$ cat config.mk
export PLATFORM = sky130hd
export DESIGN_NAME = pll_serial_latch_rf_control
export DESIGN_NICKNAME = d
export VERILOG_FILES = /design/src/hw/pll_serial_pkg.sv /design/src/hw/link_edge_sync.sv /design/src/hw/pll_serial_latch_rf_control.sv
export SDC_FILE = /design/constraint.sdc
export NUM_CORES = 1
export LEC_CHECK = 0
export BUFFER_PORTS_ARGS = -buffer_cell sky130_fd_sc_hd__buf_2
export CAP_MARGIN = 20
export CORE_MARGIN = 2
export CORE_UTILIZATION = 30
export DETAILED_ROUTE_END_ITERATION = 7
export GPL_TIMING_DRIVEN = 0
export PLACE_DENSITY_LB_ADDON = 0.15
export SYNTH_ARGS = -nofsm -noshare
export SYNTH_HDL_FRONTEND = slang
export SYNTH_SLANG_ARGS = --single-unit
$ cat constraint.sdc
create_clock -name mclk -period 3.8 [get_ports mclk]
set_input_delay 0.38 -clock mclk [delete_from_list [all_inputs] [get_ports mclk]]
set_output_delay 0.38 -clock mclk [all_outputs]
set_load 0.01 [all_outputs]
$ cat src/hw/pll_serial_pkg.sv
`default_nettype none
package pll_serial_pkg;
  // Serial word geometry
  localparam int WORD_BITS = 24;
  localparam int SEL_LSB = 0;
  localparam int SEL_MSB = 1;
  // Latch codes carried in the two low word bits
  localparam logic [1:0] SEL_IF_REF = 2'h0;
  localparam logic [1:0] SEL_IF_DIV = 2'h1;
  localparam logic [1:0] SEL_RF_REF = 2'h2;
  localparam logic [1:0] SEL_RF_DIV = 2'h3;
  // Radio reference latch fields
  localparam int RREF_TRI_POS = 18;
  localparam int RREF_CUR_LSB = 21;
  localparam int RREF_CUR_MSB = 23;
  // Radio divide latch fields
  localparam int RDIV_SWALLOW_LSB = 2;
  localparam int RDIV_SWALLOW_MSB = 7;
  localparam int RDIV_MAIN_LSB = 8;
  localparam int RDIV_MAIN_MSB = 19;
  localparam int RDIV_PRESC_LSB = 20;
  localparam int RDIV_PRESC_MSB = 21;
  localparam int RDIV_PD_POS = 22;
  localparam int RDIV_GAIN_POS = 23;
  // Reset value, maximum pump current and all-loaded mask
  localparam logic [23:0] WORD_RESET = 24'h000000;
  localparam logic [2:0] CUR_MAX = 3'h7;
  localparam logic [3:0] LOADED_ALL = 4'hF;
endpackage
`default_nettype wire

$ cat src/hw/link_edge_sync.sv
`default_nettype none
// Two-flop synchroniser with rising-edge detect for one pin
module link_edge_sync (
  // Clock and reset
  input wire logic mclk,
  input wire logic nrst,
  // Pin and results
  input wire logic pin,
  output logic level,
  output logic rise
);
  logic meta;
  logic sync;
  logic prev;
  logic next_meta;
  logic next_sync;
  logic next_prev;

  // Only the second stage and later are looked at, to avoid metastable reads
  always_comb begin
    next_meta = pin;
    next_sync = meta;
    next_prev = sync;
  end

  always_ff @(posedge mclk) begin
    if (!nrst) begin
      meta <= 1'b0;
      sync <= 1'b0;
      prev <= 1'b0;
    end else begin
      meta <= next_meta;
      sync <= next_sync;
      prev <= next_prev;
    end
  end

  assign level = sync;
  assign rise = sync & ~prev;
endmodule
`default_nettype wire

$ cat src/hw/pll_serial_latch_rf_control.sv
`default_nettype none
// Contract
// - Tri-state bit 1 places radio pump output in high impedance.
// - Three-bit current field selects radio pump current level.
// - Select code 11 loads payload into radio divide latch.
// - Divide value built from 6-bit swallow and 12-bit main counts.
// - Two divide-latch bits select radio prescaler ratio.
// - Gain bit in divide latch enables fast lock while 1.
// - Fast lock forces pump current to maximum.
// - Fast lock drives switch pin to ground damping resistor.
// - One divide write applies counts and starts fast lock together.
// - One data bit shifted in per rising serial clock edge.
// - Strobe rising copies shift register into selected latch.
// - Pump tri-state, power-down and switch pin stay inactive until all four latches loaded; counts and current follow earlier.
// - Codes 00, 01, 10 route to other three latches.
// - Power-down: tri-state first if pump active, else immediate.
module pll_serial_latch_rf_control
  import pll_serial_pkg::*;
#(
  parameter int SWALLOW_BITS = 6,
  parameter int MAIN_BITS = 12
) (
  // Clock and reset
  input wire logic mclk,
  input wire logic nrst,
  // Serial pins
  input wire logic serialClk,
  input wire logic serialData,
  input wire logic loadStrobe,
  // Radio divider controls
  output logic [SWALLOW_BITS-1:0] rfSwallowCount,
  output logic [MAIN_BITS-1:0] rfMainCount,
  output logic [1:0] rfPrescaleSel,
  // Radio pump and power
  output logic rfPumpTristate,
  output logic [2:0] rfPumpCurrent,
  output logic rfPowerdown,
  output logic fastLockSwitchPin,
  // Other latches, raw payload, and the all-loaded flag
  output logic [WORD_BITS-1:0] ifRefWord,
  output logic [WORD_BITS-1:0] ifDivWord,
  output logic outputsActive
);
  // ****************************************
  // Pin synchronisers
  // ****************************************
  logic clkRise;
  logic dataLevel;
  logic strobeRise;

  // Clock and strobe only need their edges, data only its level
  link_edge_sync clkSync (
    .mclk(mclk),
    .nrst(nrst),
    .pin(serialClk),
    .level(),
    .rise(clkRise)
  );
  link_edge_sync dataSync (
    .mclk(mclk),
    .nrst(nrst),
    .pin(serialData),
    .level(dataLevel),
    .rise()
  );
  link_edge_sync strobeSync (
    .mclk(mclk),
    .nrst(nrst),
    .pin(loadStrobe),
    .level(),
    .rise(strobeRise)
  );

  // ****************************************
  // Shift register and latches
  // ****************************************
  logic [WORD_BITS-1:0] shiftWord;
  logic [WORD_BITS-1:0] rfRefWord;
  logic [WORD_BITS-1:0] rfDivWord;
  logic [3:0] loaded;
  logic [WORD_BITS-1:0] next_shiftWord;
  logic [WORD_BITS-1:0] next_ifRefWord;
  logic [WORD_BITS-1:0] next_ifDivWord;
  logic [WORD_BITS-1:0] next_rfRefWord;
  logic [WORD_BITS-1:0] next_rfDivWord;
  logic [3:0] next_loaded;
  logic [1:0] sel;

  // Data and clock share the same sync depth, so data is sampled aligned with the edge
  always_comb begin
    next_shiftWord = shiftWord;
    next_ifRefWord = ifRefWord;
    next_ifDivWord = ifDivWord;
    next_rfRefWord = rfRefWord;
    next_rfDivWord = rfDivWord;
    next_loaded = loaded;
    sel = shiftWord[SEL_MSB:SEL_LSB];
    if (clkRise) begin
      next_shiftWord = {shiftWord[WORD_BITS-2:0], dataLevel};
    end
    if (strobeRise) begin
      next_loaded[sel] = 1'b1;
      if (sel == SEL_IF_REF) begin
        next_ifRefWord = shiftWord;
      end else if (sel == SEL_IF_DIV) begin
        next_ifDivWord = shiftWord;
      end else if (sel == SEL_RF_REF) begin
        next_rfRefWord = shiftWord;
      end else begin
        next_rfDivWord = shiftWord;
      end
    end
  end

  always_ff @(posedge mclk) begin
    if (!nrst) begin
      shiftWord <= WORD_RESET;
      ifRefWord <= WORD_RESET;
      ifDivWord <= WORD_RESET;
      rfRefWord <= WORD_RESET;
      rfDivWord <= WORD_RESET;
      loaded <= 4'h0;
    end else begin
      shiftWord <= next_shiftWord;
      ifRefWord <= next_ifRefWord;
      ifDivWord <= next_ifDivWord;
      rfRefWord <= next_rfRefWord;
      rfDivWord <= next_rfDivWord;
      loaded <= next_loaded;
    end
  end

  // ****************************************
  // Radio output stage
  // ****************************************
  logic active;
  logic fastLock;
  logic pdReq;
  logic pdAsync;
  logic next_rfPowerdown;
  logic next_rfPumpTristate;
  logic [2:0] next_rfPumpCurrent;
  logic next_fastLockSwitchPin;
  logic [SWALLOW_BITS-1:0] next_rfSwallowCount;
  logic [MAIN_BITS-1:0] next_rfMainCount;
  logic [1:0] next_rfPrescaleSel;
  logic next_outputsActive;

  // Outputs held inactive (pump off, powered down) until every latch was written
  always_comb begin
    active = (loaded == LOADED_ALL);
    fastLock = rfDivWord[RDIV_GAIN_POS];
    pdReq = rfDivWord[RDIV_PD_POS];
    pdAsync = rfRefWord[RREF_TRI_POS];
    next_outputsActive = active;
    next_rfSwallowCount = rfDivWord[RDIV_SWALLOW_MSB:RDIV_SWALLOW_LSB];
    next_rfMainCount = rfDivWord[RDIV_MAIN_MSB:RDIV_MAIN_LSB];
    next_rfPrescaleSel = rfDivWord[RDIV_PRESC_MSB:RDIV_PRESC_LSB];
    next_rfPumpCurrent = fastLock ? CUR_MAX : rfRefWord[RREF_CUR_MSB:RREF_CUR_LSB];
    next_fastLockSwitchPin = active & fastLock;
    // Synchronous path tri-states the pump one cycle before the section drops
    next_rfPumpTristate = !active | pdAsync | pdReq;
    next_rfPowerdown = !active | (pdReq & (pdAsync | rfPumpTristate));
  end

  always_ff @(posedge mclk) begin
    if (!nrst) begin
      rfSwallowCount <= '0;
      rfMainCount <= '0;
      rfPrescaleSel <= 2'h0;
      rfPumpCurrent <= 3'h0;
      fastLockSwitchPin <= 1'b0;
      rfPumpTristate <= 1'b1;
      rfPowerdown <= 1'b1;
      outputsActive <= 1'b0;
    end else begin
      rfSwallowCount <= next_rfSwallowCount;
      rfMainCount <= next_rfMainCount;
      rfPrescaleSel <= next_rfPrescaleSel;
      rfPumpCurrent <= next_rfPumpCurrent;
      fastLockSwitchPin <= next_fastLockSwitchPin;
      rfPumpTristate <= next_rfPumpTristate;
      rfPowerdown <= next_rfPowerdown;
      outputsActive <= next_outputsActive;
    end
  end

  // ****************************************
  // Check helpers
  // ****************************************
  logic [4:0] edgeCount;
  logic [4:0] next_edgeCount;

  // Serial edges since the last strobe; saturates so an overlong frame cannot wrap back to 24
  always_comb begin
    next_edgeCount = edgeCount;
    if (strobeRise) begin
      next_edgeCount = 5'h00;
    end else if (clkRise && edgeCount != 5'h1F) begin
      next_edgeCount = edgeCount + 5'h01;
    end
  end

  // Read only by the checks; no output depends on it, so synthesis drops it
  always_ff @(posedge mclk) begin
    if (!nrst) begin
      edgeCount <= 5'h00;
    end else begin
      edgeCount <= next_edgeCount;
    end
  end
endmodule
`default_nettype wire

==> impl_metrics.yaml <==
run_status:
  status: "complete, no violations"
logic_synthesis:
  yosysMostFrequentCell: "nand2_1"
  synth_ff_type: "dfxtp_1"
  async_reset_ff_share_pct: 0
  synth_edf_count: 0
  synth_area_leader_cell: "dfxtp_1"
  synth_top_area_share_pct: 57.19
  ys_ff_latch: 137
  synth.avg_cell_area_um2: 9.100
  syn_nets: 536
  yosysWarnings: 0
  syn_area_um2: 4796
  synth_common_cells: "nand2_1 (169), dfxtp_1 (137), a21boi_0 (48)"
  synth_cells: 527
  yosysSeqAreaShare_pct: 57.19
  synth_cell_types: 25
  yosys-top-cells-area: "dfxtp_1 (57%), nand2_1 (13%), a21boi_0 (7.5%), and2_1 (3.8%), o21ai_2 (3.7%)"
sta:
  period_share_pct: 53.95
  tightest_slew_ps: 567.1
  max_freq_ghz: 0.4878
  hold_viol_final: 0
  grt_setup_unrepaired: "no"
  period_needed_ps: 2050
  fin_setup_tns_ps: 0
  setup_viol: 0
  skew_ps: 6.607
  setup_ws_ps: 1750
  slew_viol_final: 0
  slew_headroom_pct: 62.19
cts:
  hold_buffers: 0
  post_cts_buffers: 0
  clk_latency_ps: 420
  cts_buffers: 17
  cts_resized: 0
  clock_path_buffers: 2
  cts_tree: "done"
  root_buffer: "clkbuf_16"
  htree_num_levels: 4
  clk_pin_slew_ps: 60
  cts_sinks: 137
routing:
  wirelength_um: 12040
  dr.pass1.iters: 4
  wl_per_cell_um: 14.13
  num_vias: 3732
  ant_nets: 0
  viasPerCell: 4.380
  detail_route.iter0.violations: 180
  drc: 0
place:
  port_buffers: 78
  hpwl_um: 8460
  place_congestion: 0.7280
  dp_slack_ps: 1772
worst_hold_path:
  min_path_type: "in -> reg"
floorplanning:
  die_area_um2: 17010
  io-pin-count: 80
  die_y_um: 130.4
  coreArea_um2: 15770
  die_w_um: 130.4
  placementRows: 46
  start_util_pct: 30.41
global_route:
  grt_pass1_wl_um: 19440
  grt_pass1_vias: 3652
  grtUsageTotal_pct: 15.20
  antenna_found_initial: 0
  grt_max_degree: 17
  grt_overflow: 0
setup_path:
  crit_required_ps: 4120
  path_common_cell: "buf_2"
  startpoint_type: "register"
  crit_type: "reg -> reg"
  cpPeakStageDelay_ps: 460
  path_cells: "inv_1 -> ha_1 -> and4bb_2 -> buf_2 -> buf_2 -> nand3_1 -> o21ai_0"
  crit_fanout: 10
  crit_slowest_cell: "dfxtp_1"
  critPathArrivalTime_ps: 2370
  regToRegSetupSlack_ps: 1750
  end_kind: "register"
run:
  drv_cap: 0
finish:
  layout.nets: 633
  fillers: 1682
  fin_util_pct: 38.03
  drive_gt1_share_pct: 21.86
  syn2layout_area_growth_pct: 25.05
  antennaDiodeCount: 0
pwr:
  p_leak_nw: 2.348
  irDropWorstVdd_uv: 287.7
  p_per_area_nw_per_um2: 504.7
  power_mw: 3.027
state kept, by name (all words and copies together) (netlist names), 2 cells and up:
name            cells
rfMainCount        12
rfDivWord          22
ifRefWord          24
rfRefWord           4
rfSwallowCount      6
loaded              4
ifDivWord          24
rfPrescaleSel       2
shiftWord          24
rfPumpCurrent       3
cell type report:
class / instances / area [um^2] / share of cell area (%)
clock inverters: 8 / 72.57 / 1.210
clock buffers: 23 / 467.9 / 7.803
inverters: 2 / 7.507 / 0.1252
well taps: 216 / 270.3 / 4.507
repair buffers: 78 / 390.4 / 6.509
multi-input cells: 348 / 1852 / 30.88
flip-flops and latches: 137 / 2743 / 45.73
plain buffers: 40 / 193.9 / 3.234
worst paths after layout:
kind                                   start             to  depth (start not counted)
worst min-delay path              serialData  dataSync.meta                          2
worst max register to register  shiftWord[0]  ifDivWord[14]                          7
worst max-delay path            shiftWord[0]  ifDivWord[14]                          7
worst min register to register  clkSync.meta  clkSync.level                          1
critical path, delay by kind of cell (launching register included):
family,cells,cell delay [ps]
AOI/OAI and AO/OA,1,130
DFF,1,460
adders and majority gates,1,250
and+or+nand+nor,2,450
buffers and inverters,3,640
layer usage:
metal | vias up | routed length (um) | share of wire, % | global-route usage (%)
met5 | - | 0 | 0 | 0
met4 | 0 | 223 | 1.9 | 6.133
met3 | 19 | 536 | 4.5 | 3.950
met2 | 68 | 5678 | 47 | 24.55
met1 | 1732 | 5604 | 47 | 19.50
li1 | 1913 | - | - | -
per-stage QoR:
stage               instances  hold slack (ps)  cell area [um^2]
global placement          821            416.1              5456
floorplan                 527            411.9              4796
finish                    852            164.3              5997
detailed placement        821            421.4              5456
global route              852            166.4              5997
CTS                       852            150.6              5997
cell usage in the layout, fill, tap and decap left out:
cell,Yosys,layout
a21boi_0,48,48
a21oi_1,3,3
and2_1,29,29
and3b_1,1,1
and4bb_2,1,1
buf_1,1,1
buf_2,8,86
buf_4,1,1
buf_6,4,4
bufinv_16,0,1
clkbuf_1,26,30
clkbuf_16,0,17
clkbuf_8,0,2
clkinv_2,0,4
clkinvlp_4,0,3
dfxtp_1,137,137
ha_1,4,4
inv_1,2,2
mux2i_1,4,4
nand2_1,169,169
nand2b_1,1,1
nand3_1,27,27
nand3b_1,1,1
nand4bb_1,1,1
nor2_1,2,2
nor2b_1,5,5
o21a_1,4,4
o21ai_0,27,27
o21ai_2,20,20
or4b_1,1,1
power breakdown:
part,switching (mW),total (mW),internal (mW)
combinational,0.0453,0.0628,0.0175
sequential,0.00241,1.44,1.44
clock,0.596,1.52,0.925
total,0.643,3.03,2.38
cells by family (layout without fill, tap and decap cells):
group / Yosys count / in the layout / synth area share, %
simple gates: 238 / 238 / 21.81
flops: 137 / 137 / 57.19
compound gates: 102 / 102 / 14.92
buf+inv: 42 / 151 / 4.200
fa+ha+maj: 4 / 4 / 1.044
mux: 4 / 4 / 0.8349
(Power assumes the default switching activity.)
